==> config.mk <==
export PLATFORM = sky130hd
export DESIGN_NAME = sfc_serial_frame_control
export DESIGN_NICKNAME = d
export VERILOG_FILES = /design/src/verilog/sfc_pkg.sv /design/src/verilog/sfc_serial_frame_control.sv /design/src/verilog/sfc_sync.sv /design/src/verilog/sfc_fifo.sv
export SDC_FILE = /design/constraint.sdc
export NUM_CORES = 1
export LEC_CHECK = 0
export ABC_AREA = 1
export BUFFER_PORTS_ARGS = -buffer_cell sky130_fd_sc_hd__buf_4
export CORE_MARGIN = 4
export CORE_UTILIZATION = 40
export DETAILED_ROUTE_END_ITERATION = 10
export SLEW_MARGIN = 20
export SYNTH_ARGS = -nofsm -noshare
export SYNTH_HDL_FRONTEND = slang
export SYNTH_SLANG_ARGS = --single-unit
export TNS_END_PERCENT = 20
==> constraint.sdc <==
create_clock -name CLK_SYS -period 4.02 [get_ports CLK_SYS]
set_clock_uncertainty 0.15 [all_clocks]
set_input_delay 0 -clock CLK_SYS [delete_from_list [all_inputs] [get_ports CLK_SYS]]
set_output_delay 0 -clock CLK_SYS [all_outputs]
set_load 0.01 [all_outputs]
==> src/verilog/sfc_pkg.sv <==
package sfc_pkg;
  // register word indices; byte address is four times the index
  localparam logic [13:0] CFG_IDX     = 14'h0f42;
  localparam logic [13:0] TXDATA_IDX  = 14'h0f50;
  localparam logic [13:0] RXDATA_IDX  = 14'h0f51;
  localparam logic [13:0] STATUS_IDX  = 14'h0f52;
  localparam logic [13:0] LINCTL_IDX  = 14'h0f53;
  localparam int unsigned ADDR_W      = 16;
  // line_frame_config fields
  localparam int unsigned CFG_TX_ON   = 7;
  localparam int unsigned CFG_RX_ON   = 6;
  localparam int unsigned CFG_GATE    = 5;
  localparam int unsigned CFG_PAR_ON  = 4;
  localparam int unsigned CFG_PAR_ODD = 3;
  localparam int unsigned CFG_BRK     = 2;
  localparam int unsigned CFG_STOP2   = 1;
  localparam int unsigned CFG_LOOP    = 0;
  localparam logic [7:0]  CFG_RESET   = 8'h00;
  // lin control fields
  localparam int unsigned LIN_MODE    = 0;
  localparam int unsigned LIN_NINE    = 1;
  localparam int unsigned LIN_MPBIT   = 2;
  localparam int unsigned LIN_DUR_LSB = 4;
  localparam int unsigned LIN_DUR_W   = 4;
  localparam logic [7:0]  LIN_RESET   = 8'h00;
  // status fields
  localparam int unsigned ST_TX_EMPTY = 0;
  localparam int unsigned ST_TX_FULL  = 1;
  localparam int unsigned ST_TX_IDLE  = 2;
  localparam int unsigned ST_RX_VALID = 3;
  localparam int unsigned ST_PAR_ERR  = 4;
  localparam int unsigned ST_FRM_ERR  = 5;
  localparam int unsigned ST_RX_MP    = 6;
  // bus responses
  localparam logic [1:0]  RESP_OKAY   = 2'b00;
  localparam logic [1:0]  RESP_SLVERR = 2'b10;
  // timing
  localparam int unsigned CLK_PERIOD_NS = 100;
  localparam int unsigned BIT_TIME_NS   = 1600;
  localparam int unsigned BIT_CYCLES    = (BIT_TIME_NS + CLK_PERIOD_NS - 1) / CLK_PERIOD_NS;
  localparam int unsigned FIFO_DEPTH    = 8;
  typedef enum logic [2:0] {
    TX_IDLE  = 3'b000,
    TX_START = 3'b001,
    TX_DATA  = 3'b010,
    TX_XTRA  = 3'b011,
    TX_STOP  = 3'b100,
    TX_BRK   = 3'b101
  } sfc_tx_e;
  typedef enum logic [2:0] {
    RX_IDLE  = 3'b000,
    RX_START = 3'b001,
    RX_DATA  = 3'b010,
    RX_XTRA  = 3'b011,
    RX_STOP  = 3'b100
  } sfc_rx_e;
endpackage

==> src/verilog/sfc_serial_frame_control.sv <==
`timescale 1ns/10ps
module sfc_serial_frame_control
  import sfc_pkg::*;
#(
  parameter int unsigned BIT_CLKS = BIT_CYCLES,
  parameter int unsigned TX_DEPTH = FIFO_DEPTH
) (
  input  wire logic        CLK_SYS,
  input  wire logic        RST,
  input  wire logic [15:0] AWADDR,
  input  wire logic        AWVALID,
  output logic             AWREADY,
  input  wire logic [31:0] WDATA,
  input  wire logic [3:0]  WSTRB,
  input  wire logic        WVALID,
  output logic             WREADY,
  output logic [1:0]       BRESP,
  output logic             BVALID,
  input  wire logic        BREADY,
  input  wire logic [15:0] ARADDR,
  input  wire logic        ARVALID,
  output logic             ARREADY,
  output logic [31:0]      RDATA,
  output logic [1:0]       RRESP,
  output logic             RVALID,
  input  wire logic        RREADY,
  output logic             TXD,
  input  wire logic        RXD,
  input  wire logic        CTS_N
);
  localparam int unsigned CW = $clog2(BIT_CLKS + 1);
  localparam logic [CW-1:0] TICK = (CW)'(BIT_CLKS - 1);
  localparam logic [CW-1:0] HALF = (CW)'(BIT_CLKS / 2 - 1);

  if (BIT_CLKS < 4 || TX_DEPTH < 2) begin : g_chk
    $error("sfc_serial_frame_control: BIT_CLKS below 4 or TX_DEPTH below 2");
  end

  logic [7:0]    cfg_ff, lin_ff;
  logic          awready_ff, wready_ff, aw_got_ff, w_got_ff, bvalid_ff;
  logic [13:0]   aw_idx_ff;
  logic [7:0]    w_data_ff;
  logic          w_lane_ff;
  logic [1:0]    bresp_ff, rresp_ff;
  logic          arready_ff, rvalid_ff;
  logic [31:0]   rdata_ff;
  logic          rxd_s, cts_n_s;
  logic          f_in_ready, f_out_valid, f_pop;
  logic [7:0]    f_out_data;
  sfc_tx_e       tx_st_ff;
  logic [CW-1:0] tx_cnt_ff;
  logic [7:0]    tx_sh_ff, tx_char_ff;
  logic [2:0]    tx_bit_ff;
  logic          tx_stop_ff, txd_ff, pin_txd_ff;
  logic [3:0]    brk_bits_ff;
  sfc_rx_e       rx_st_ff;
  logic [CW-1:0] rx_cnt_ff;
  logic [7:0]    rx_sh_ff, rx_data_ff;
  logic [2:0]    rx_bit_ff;
  logic          rx_valid_ff, rx_perr_ff, rx_ferr_ff, rx_mp_ff, rx_xbit_ff;

  // decoded controls
  logic nine, par_eff, extra, tx_run, tx_tick, rx_tick, rx_in, lin, brk_done, brk_hw_clr;
  logic wr_tx, wr_hit, do_wr, wr_stall, rd_rx_clr, rd_take, rx_done;
  logic [3:0] dur;
  logic [31:0] rd_mux;
  logic [1:0]  rd_resp;

  assign nine     = lin_ff[LIN_NINE];
  assign lin      = lin_ff[LIN_MODE];
  assign dur      = lin_ff[LIN_DUR_LSB +: LIN_DUR_W];
  assign par_eff  = cfg_ff[CFG_PAR_ON] && !nine;
  assign extra    = par_eff || nine;
  assign tx_run   = cfg_ff[CFG_TX_ON] && (!cfg_ff[CFG_GATE] || !cts_n_s);
  assign tx_tick  = (tx_cnt_ff == TICK);
  assign rx_tick  = (rx_cnt_ff == TICK);
  assign rx_in    = cfg_ff[CFG_LOOP] ? txd_ff : rxd_s;
  assign brk_done = lin && tx_tick && ({1'b0, brk_bits_ff} + 5'd1 >= {1'b0, dur});
  assign brk_hw_clr = (tx_st_ff == TX_BRK) && cfg_ff[CFG_BRK] && brk_done;
  assign f_pop    = (tx_st_ff == TX_IDLE) && !cfg_ff[CFG_BRK] && tx_run && f_out_valid;
  assign rx_done  = (rx_st_ff == RX_STOP) && rx_tick && cfg_ff[CFG_RX_ON];

  // write decode; a data write waits while the fifo is full
  assign wr_tx    = (aw_idx_ff == TXDATA_IDX);
  assign wr_hit   = wr_tx || (aw_idx_ff == CFG_IDX) || (aw_idx_ff == LINCTL_IDX) ||
                    (aw_idx_ff == RXDATA_IDX) || (aw_idx_ff == STATUS_IDX);
  assign wr_stall = wr_tx && w_lane_ff && !f_in_ready;
  assign do_wr    = aw_got_ff && w_got_ff && !bvalid_ff && !wr_stall;
  assign rd_take  = ARVALID && arready_ff;
  assign rd_rx_clr = rd_take && (ARADDR[15:2] == RXDATA_IDX);

  sfc_sync u_rxd_sync (.CLK_SYS(CLK_SYS), .RST(RST), .din(RXD), .dout(rxd_s));
  sfc_sync u_cts_sync (.CLK_SYS(CLK_SYS), .RST(RST), .din(CTS_N), .dout(cts_n_s));

  sfc_fifo #(.WIDTH(8), .DEPTH(TX_DEPTH)) u_tx_fifo (
    .CLK_SYS  (CLK_SYS),
    .RST      (RST),
    .in_valid (do_wr && wr_tx && w_lane_ff),
    .in_ready (f_in_ready),
    .in_data  (w_data_ff),
    .out_valid(f_out_valid),
    .out_ready(f_pop),
    .out_data (f_out_data)
  );

  // write address and data channels, taken in either order
  always_ff @(posedge CLK_SYS or posedge RST) begin
    if (RST) begin
      awready_ff <= 1'b1;
      wready_ff  <= 1'b1;
      aw_got_ff  <= 1'b0;
      w_got_ff   <= 1'b0;
      aw_idx_ff  <= '0;
      w_data_ff  <= '0;
      w_lane_ff  <= 1'b0;
      bvalid_ff  <= 1'b0;
      bresp_ff   <= RESP_OKAY;
    end else begin
      if (AWVALID && awready_ff) begin
        aw_got_ff  <= 1'b1;
        awready_ff <= 1'b0;
        aw_idx_ff  <= AWADDR[15:2];
      end
      if (WVALID && wready_ff) begin
        w_got_ff  <= 1'b1;
        wready_ff <= 1'b0;
        w_data_ff <= WDATA[7:0];
        w_lane_ff <= WSTRB[0];
      end
      if (do_wr) begin
        aw_got_ff <= 1'b0;
        w_got_ff  <= 1'b0;
        bvalid_ff <= 1'b1;
        bresp_ff  <= wr_hit ? RESP_OKAY : RESP_SLVERR;
      end
      if (bvalid_ff && BREADY) begin
        bvalid_ff  <= 1'b0;
        awready_ff <= 1'b1;
        wready_ff  <= 1'b1;
      end
    end
  end

  // control registers; a software write beats the hardware break clear
  always_ff @(posedge CLK_SYS or posedge RST) begin
    if (RST) begin
      cfg_ff <= CFG_RESET;
      lin_ff <= LIN_RESET;
    end else begin
      if (do_wr && w_lane_ff && aw_idx_ff == CFG_IDX) begin
        cfg_ff <= w_data_ff;
      end else if (brk_hw_clr) begin
        cfg_ff[CFG_BRK] <= 1'b0;
      end
      if (do_wr && w_lane_ff && aw_idx_ff == LINCTL_IDX) begin
        lin_ff <= w_data_ff;
      end
    end
  end

  // read data selection
  always_comb begin
    rd_mux  = '0;
    rd_resp = RESP_OKAY;
    case (ARADDR[15:2])
      CFG_IDX:    rd_mux[7:0] = cfg_ff;
      LINCTL_IDX: rd_mux[7:0] = lin_ff;
      RXDATA_IDX: rd_mux[7:0] = rx_data_ff;
      TXDATA_IDX: rd_mux      = '0;
      STATUS_IDX: begin
        rd_mux[ST_TX_EMPTY] = !f_out_valid;
        rd_mux[ST_TX_FULL]  = !f_in_ready;
        rd_mux[ST_TX_IDLE]  = (tx_st_ff == TX_IDLE);
        rd_mux[ST_RX_VALID] = rx_valid_ff;
        rd_mux[ST_PAR_ERR]  = rx_perr_ff;
        rd_mux[ST_FRM_ERR]  = rx_ferr_ff;
        rd_mux[ST_RX_MP]    = rx_mp_ff;
      end
      default:    rd_resp = RESP_SLVERR;
    endcase
  end

  // read channel
  always_ff @(posedge CLK_SYS or posedge RST) begin
    if (RST) begin
      arready_ff <= 1'b1;
      rvalid_ff  <= 1'b0;
      rdata_ff   <= '0;
      rresp_ff   <= RESP_OKAY;
    end else if (rd_take) begin
      arready_ff <= 1'b0;
      rvalid_ff  <= 1'b1;
      rdata_ff   <= rd_mux;
      rresp_ff   <= rd_resp;
    end else if (rvalid_ff && RREADY) begin
      arready_ff <= 1'b1;
      rvalid_ff  <= 1'b0;
    end
  end

  // transmit sequencer; a break request preempts any state
  always_ff @(posedge CLK_SYS or posedge RST) begin
    if (RST) begin
      tx_st_ff    <= TX_IDLE;
      tx_cnt_ff   <= '0;
      tx_sh_ff    <= '0;
      tx_char_ff  <= '0;
      tx_bit_ff   <= '0;
      tx_stop_ff  <= 1'b0;
      brk_bits_ff <= '0;
      txd_ff      <= 1'b1;
    end else if (cfg_ff[CFG_BRK] && tx_st_ff != TX_BRK) begin
      tx_st_ff    <= TX_BRK;
      tx_cnt_ff   <= '0;
      brk_bits_ff <= '0;
      txd_ff      <= 1'b0;
    end else begin
      tx_cnt_ff <= (tx_tick || tx_st_ff == TX_IDLE) ? '0 : tx_cnt_ff + 1'b1;
      case (tx_st_ff)
        TX_IDLE: begin
          txd_ff <= 1'b1;
          if (f_pop) begin
            tx_st_ff   <= TX_START;
            tx_sh_ff   <= f_out_data;
            tx_char_ff <= f_out_data;
            txd_ff     <= 1'b0;
          end
        end
        TX_START: if (tx_tick) begin
          tx_st_ff  <= TX_DATA;
          tx_bit_ff <= '0;
          txd_ff    <= tx_sh_ff[0];
        end
        TX_DATA: if (tx_tick) begin
          if (tx_bit_ff == 3'd7) begin
            tx_st_ff   <= extra ? TX_XTRA : TX_STOP;
            tx_stop_ff <= cfg_ff[CFG_STOP2];
            txd_ff     <= nine ? lin_ff[LIN_MPBIT] :
                          (par_eff ? (^tx_char_ff ^ cfg_ff[CFG_PAR_ODD]) : 1'b1);
          end else begin
            tx_sh_ff  <= tx_sh_ff >> 1;
            tx_bit_ff <= tx_bit_ff + 1'b1;
            txd_ff    <= tx_sh_ff[1];
          end
        end
        TX_XTRA: if (tx_tick) begin
          tx_st_ff   <= TX_STOP;
          tx_stop_ff <= cfg_ff[CFG_STOP2];
          txd_ff     <= 1'b1;
        end
        TX_STOP: if (tx_tick) begin
          if (tx_stop_ff) begin
            tx_stop_ff <= 1'b0;
          end else begin
            tx_st_ff <= TX_IDLE;
          end
        end
        TX_BRK: begin
          txd_ff <= 1'b0;
          if (!cfg_ff[CFG_BRK]) begin
            tx_st_ff <= TX_IDLE; // plain mode ends when software clears
            txd_ff   <= 1'b1;
          end else if (brk_done) begin
            tx_st_ff   <= TX_STOP;
            tx_stop_ff <= cfg_ff[CFG_STOP2];
            txd_ff     <= 1'b1;
          end else if (tx_tick) begin
            brk_bits_ff <= brk_bits_ff + 1'b1;
          end
        end
        default: tx_st_ff <= TX_IDLE;
      endcase
    end
  end

  // pin stays idle high while looped back
  always_ff @(posedge CLK_SYS or posedge RST) begin
    if (RST) begin
      pin_txd_ff <= 1'b1;
    end else begin
      pin_txd_ff <= cfg_ff[CFG_LOOP] ? 1'b1 : txd_ff;
    end
  end

  // receive sequencer; held idle while the receiver is off
  always_ff @(posedge CLK_SYS or posedge RST) begin
    if (RST) begin
      rx_st_ff   <= RX_IDLE;
      rx_cnt_ff  <= '0;
      rx_sh_ff   <= '0;
      rx_bit_ff  <= '0;
      rx_xbit_ff <= 1'b0;
    end else if (!cfg_ff[CFG_RX_ON]) begin
      rx_st_ff  <= RX_IDLE;
      rx_cnt_ff <= '0;
    end else begin
      rx_cnt_ff <= (rx_tick || rx_st_ff == RX_IDLE) ? '0 : rx_cnt_ff + 1'b1;
      case (rx_st_ff)
        RX_IDLE: if (!rx_in) begin
          rx_st_ff <= RX_START;
        end
        RX_START: if (rx_cnt_ff == HALF) begin
          rx_cnt_ff <= '0;
          rx_bit_ff <= '0;
          rx_st_ff  <= rx_in ? RX_IDLE : RX_DATA;
        end
        RX_DATA: if (rx_tick) begin
          rx_sh_ff  <= {rx_in, rx_sh_ff[7:1]};
          rx_bit_ff <= rx_bit_ff + 1'b1;
          if (rx_bit_ff == 3'd7) begin
            rx_st_ff <= extra ? RX_XTRA : RX_STOP;
          end
        end
        RX_XTRA: if (rx_tick) begin
          rx_xbit_ff <= rx_in;
          rx_st_ff   <= RX_STOP;
        end
        RX_STOP: if (rx_tick) begin
          rx_st_ff <= RX_IDLE;
        end
        default: rx_st_ff <= RX_IDLE;
      endcase
    end
  end

  // receive flags; a new character wins over a clearing read
  always_ff @(posedge CLK_SYS or posedge RST) begin
    if (RST) begin
      rx_valid_ff <= 1'b0;
      rx_data_ff  <= '0;
      rx_perr_ff  <= 1'b0;
      rx_ferr_ff  <= 1'b0;
      rx_mp_ff    <= 1'b0;
    end else if (rx_done) begin
      rx_valid_ff <= 1'b1;
      rx_data_ff  <= rx_sh_ff;
      rx_perr_ff  <= par_eff && (rx_xbit_ff != (^rx_sh_ff ^ cfg_ff[CFG_PAR_ODD]));
      rx_ferr_ff  <= !rx_in;
      rx_mp_ff    <= nine && rx_xbit_ff;
    end else if (rd_rx_clr) begin
      rx_valid_ff <= 1'b0;
      rx_perr_ff  <= 1'b0;
      rx_ferr_ff  <= 1'b0;
    end
  end

  assign AWREADY = awready_ff;
  assign WREADY  = wready_ff;
  assign BVALID  = bvalid_ff;
  assign BRESP   = bresp_ff;
  assign ARREADY = arready_ff;
  assign RVALID  = rvalid_ff;
  assign RDATA   = rdata_ff;
  assign RRESP   = rresp_ff;
  assign TXD     = pin_txd_ff;
endmodule

==> src/verilog/sfc_sync.sv <==
`timescale 1ns/10ps
// three-stage synchroniser; output follows once stages two and three agree
module sfc_sync (
  input  wire logic CLK_SYS,
  input  wire logic RST,
  input  wire logic din,
  output logic      dout
);
  logic s1_ff;
  logic s2_ff;
  logic s3_ff;

  // capture chain, idles high like a serial line
  always_ff @(posedge CLK_SYS or posedge RST) begin
    if (RST) begin
      s1_ff <= 1'b1;
      s2_ff <= 1'b1;
      s3_ff <= 1'b1;
    end else begin
      s1_ff <= din;
      s2_ff <= s1_ff;
      s3_ff <= s2_ff;
    end
  end

  // accepted level
  always_ff @(posedge CLK_SYS or posedge RST) begin
    if (RST) begin
      dout <= 1'b1;
    end else if (s2_ff == s3_ff) begin
      dout <= s3_ff;
    end
  end
endmodule

==> src/verilog/sfc_fifo.sv <==
`timescale 1ns/10ps
// flip-flop fifo with valid/ready on both sides
module sfc_fifo #(
  parameter int unsigned WIDTH = 8,
  parameter int unsigned DEPTH = 8
) (
  input  wire logic             CLK_SYS,
  input  wire logic             RST,
  input  wire logic             in_valid,
  output logic                  in_ready,
  input  wire logic [WIDTH-1:0] in_data,
  output logic                  out_valid,
  input  wire logic             out_ready,
  output logic [WIDTH-1:0]      out_data
);
  localparam int unsigned PW = (DEPTH > 1) ? $clog2(DEPTH) : 1;
  localparam logic [PW:0] FULL_CNT = (PW + 1)'(DEPTH);
  localparam logic [PW-1:0] LAST = (PW)'(DEPTH - 1);

  if (DEPTH < 2 || WIDTH < 1) begin : g_chk
    $error("sfc_fifo: DEPTH must be 2 or more and WIDTH 1 or more");
  end

  logic [WIDTH-1:0] mem_ff [DEPTH];
  logic [PW-1:0]    wr_ff;
  logic [PW-1:0]    rd_ff;
  logic [PW:0]      cnt_ff;
  logic             push;
  logic             pop;

  assign in_ready  = (cnt_ff != FULL_CNT);
  assign out_valid = (cnt_ff != '0);
  assign out_data  = mem_ff[rd_ff];
  assign push      = in_valid && in_ready;
  assign pop       = out_valid && out_ready;

  // storage
  always_ff @(posedge CLK_SYS) begin
    if (push) begin
      mem_ff[wr_ff] <= in_data;
    end
  end

  // pointers and fill count
  always_ff @(posedge CLK_SYS or posedge RST) begin
    if (RST) begin
      wr_ff  <= '0;
      rd_ff  <= '0;
      cnt_ff <= '0;
    end else begin
      if (push) begin
        wr_ff <= (wr_ff == LAST) ? '0 : wr_ff + 1'b1;
      end
      if (pop) begin
        rd_ff <= (rd_ff == LAST) ? '0 : rd_ff + 1'b1;
      end
      if (push && !pop) begin
        cnt_ff <= cnt_ff + 1'b1;
      end else if (pop && !push) begin
        cnt_ff <= cnt_ff - 1'b1;
      end
    end
  end
endmodule

==> impl_metrics.ini <==
[place]
detailed_place_hpwl_um = 14130
pre_cts_ws_ps = 1206
numPortBuffers = 61
placedCellCount = 1360
placedInstanceArea_um2 = 10150
gp_routability_congestion = 0.8304

[final_layout]
layout.cells.non_filler = 1440
ff_latch_area_um2 = 5441
multi_input_comb_area_um2 = 3405
commonest_cells_after_routing_fill_and_taps_aside = sky130_fd_sc_hd__nand2_1, sky130_fd_sc_hd__dfrtp_1, sky130_fd_sc_hd__o21ai_0
layout.nets = 1209
drive_gt1_share_pct = 13.13
syn_to_final_growth_pct = 19.85
layout.cell_area.non_filler_um2 = 11290
largest_register_ff_count = 64
nFillCells = 2125
utilization_pct = 49.25
biggestRegsByFlops = u_tx_fifo.mem_ff: 64 flops, aw_idx_ff: 14 flops
num_antenna_cells = 0
mostFrequentLayoutCell = sky130_fd_sc_hd__nand2_1
max_flop_register = u_tx_fifo.mem_ff

[cts]
clk_latency_ps = 500
clockBufferDepth = 3
cts-buffers-inserted = 22
post-cts-setup-buffers = 0
cts_root_buffer = sky130_fd_sc_hd__clkbuf_16
clock-sinks = 204
cts_hold_buf = 40
cts.reportedPaths.clkPinSlew_ps = 60
post_cts.resized_instances = 0
htree_levels = 1
cts_tree = yes

[synthesis]
synth_cells = 999
async_reset_ff_share_pct = 68.63
synth.ff_latch_count = 204
yosysUniqueCellTypes = 45
syn-cell-area_um2 = 9418
yosys_warnings = 0
synth_enable_flop_cells = 64
synth-main-ff-cell = sky130_fd_sc_hd__dfrtp_1
register_area_share_after_synthesis_pct = 57.78
synth_area_per_cell_um2 = 9.427

[power_and_ir_drop]
clock_power_share_pct = 36.2
cellLeakagePower_nw = 5.024
power-per-cell-area_nw_per_um2 = 497.6
netSwitchingFraction_pct = 27.73
switching_power_mw = 1.557
vdd_drop_max_mv = 0.3784
fin_total_pwr_mw = 5.616
internal_power_mw = 4.059
p_seq_share_pct = 48.1
power_frac_comb_pct = 15.7

[timing]
rsz_0062_raised_after_global_routing = false
timing.final.crit_period_ps = 2828
fmax_mhz = 353.6
setup_tns_ps = 0
slew_headroom_pct = 43.44
timing.final.ws_setup_ps = 1192
number_of_max_slew_violations_in_the_final_report = 0
finalSetupViolCount = 0
hold_violations = 0
tightestPinTransition_ps = 841.9
holdWs_ps = 23.85
fin_crit_sh_pct = 70.34

[worst_setup_path]
worst-setup-path-type = flop to flop
crit_required_ps = 4250
critical_path_peak_fanout = 8
startpoint_type = flop
critPathArrivalTime_ps = 3060
critPathCaptureType = flop

[grt]
grt_pass1_vias = 6735
grt_first_pass_wirelength_um = 34340
globalRouteOverflowTotal = 0
global_route.usage.total_pct = 15.83
initial_antenna_violation_count = 0
grt_max_degree = 115

[die]
floorplan.initialDensity_pct = 41.10
ios = 119
rows = 55
design.die.area_um2 = 26060
die_w_um = 161.4
core-area_um2 = 22920
fp.dieH_um = 161.4

[route]
routed_wire_length_per_instance_um = 14.20
viasPerCell = 4.833
post_route_antenna_net_violation_count = 0
drcViolationCount = 0
sum_of_routed_wire_length_over_all_layers_um = 20450
drtPass1Iterations = 7
first_iter_violations = 407
total_via_count_after_detailed_routing = 6959

[hold_path]
min_path_type = input pin to async pin

[job]
maxCapViolCount = 0

[run_status]
outcome = completed
==> critical path: stages (launching register included) <==
cell	delay, ps
sky130_fd_sc_hd__dfrtp_1	390
sky130_fd_sc_hd__nor2_2	170
sky130_fd_sc_hd__inv_1	80
sky130_fd_sc_hd__nor4_2	300
sky130_fd_sc_hd__nand2_1	140
sky130_fd_sc_hd__nor2_4	190
sky130_fd_sc_hd__ha_1	220
sky130_fd_sc_hd__inv_1	100
sky130_fd_sc_hd__ha_1	300
sky130_fd_sc_hd__a21o_1	170
sky130_fd_sc_hd__a21oi_1	160
sky130_fd_sc_hd__nor2_1	60
sky130_fd_sc_hd__nor2_1	80
sky130_fd_sc_hd__nand2_1	60
sky130_fd_sc_hd__xor2_1	130
==> area by class of cell <==
cell class | count | share of cell area [%]
clock buffers | 33 | 5.698
flip-flops and latches | 204 | 48.21
multi-input cells | 672 | 30.16
well taps | 313 | 3.470
repair buffers | 112 | 8.336
clock inverters | 7 | 0.7649
inverters | 99 | 3.359
==> synth_stat cells, types with 2 or more instances <==
cell	n	share of area [%]
sky130_fd_sc_hd__nand2_2	4	0.27
sky130_fd_sc_hd__ha_1	20	2.7
sky130_fd_sc_hd__nor4_1	2	0.13
sky130_fd_sc_hd__o221ai_1	2	0.19
sky130_fd_sc_hd__edfxtp_1	64	20
sky130_fd_sc_hd__buf_2	4	0.21
sky130_fd_sc_hd__dfstp_2	13	3.6
sky130_fd_sc_hd__nand4_1	7	0.46
sky130_fd_sc_hd__nand3b_1	2	0.16
sky130_fd_sc_hd__nor2_1	93	3.7
sky130_fd_sc_hd__a21oi_1	39	2.1
sky130_fd_sc_hd__o211ai_1	2	0.16
sky130_fd_sc_hd__inv_1	95	3.8
sky130_fd_sc_hd__nand2_1	212	8.4
sky130_fd_sc_hd__nor2_2	4	0.27
sky130_fd_sc_hd__nor3_1	21	1.1
sky130_fd_sc_hd__o22ai_1	17	1.1
sky130_fd_sc_hd__maj3_1	2	0.21
sky130_fd_sc_hd__inv_2	4	0.16
sky130_fd_sc_hd__buf_4	28	2.2
sky130_fd_sc_hd__o21ai_1	3	0.16
sky130_fd_sc_hd__a31oi_1	3	0.20
sky130_fd_sc_hd__nor4_2	2	0.27
sky130_fd_sc_hd__nand3_1	55	2.9
sky130_fd_sc_hd__xor2_1	8	0.74
sky130_fd_sc_hd__mux2_2	12	1.4
sky130_fd_sc_hd__o31ai_1	2	0.16
sky130_fd_sc_hd__clkbuf_1	16	0.64
sky130_fd_sc_hd__dfrtp_1	127	34
sky130_fd_sc_hd__o21ai_0	110	5.8
sky130_fd_sc_hd__xnor2_1	12	1.1
==> cells by family after synthesis <==
family / count (synthesis) / synth area share [%]
and+or+nand+nor: 406 / 18.19
DFF: 204 / 57.78
AOI/OAI and AO/OA: 185 / 10.55
buffers and inverters: 148 / 7.068
adders and majority gates: 23 / 3.082
xor gates and xnor gates: 20 / 1.860
muxes: 12 / 1.435
other: 1 / 0.03982
==> final timing paths <==
kind                             startpoint  slack, ps                   to  cells after the start
max                            aw_idx_ff[3]       1190  u_tx_fifo.cnt_ff[3]                     14
min                                     RST         20         aw_idx_ff[2]                      3
max reg2reg                    aw_idx_ff[3]       1190  u_tx_fifo.cnt_ff[3]                     14
min reg2reg                u_rxd_sync.s1_ff        210     u_rxd_sync.s2_ff                      0
max in group asynchronous               RST       2770        tx_char_ff[4]                      4
min in group CLK_SYS              ARADDR[4]         40             RDATA[3]                      8
==> routing by layer <==
layer	vias to the layer above	GRT usage, %	part of all wire [%]
met5	-	0	0
met4	0	2.714	0.88
met3	15	2.399	5.0
met2	157	24.91	45
met1	3278	23.68	49
li1	3509	-	-
==> power groups by stage <==
stage / registers [mW] / logic, mW / clock network, mW
floorplan: 2.68 / 0.622 / 0
global placement: 2.74 / 0.830 / 0
detailed placement: 2.74 / 0.846 / 0
CTS: 2.71 / 0.890 / 2.08
global route: 2.74 / 1.02 / 2.17
finish: 2.70 / 0.881 / 2.03
Power figures use the tool's default switching activity.
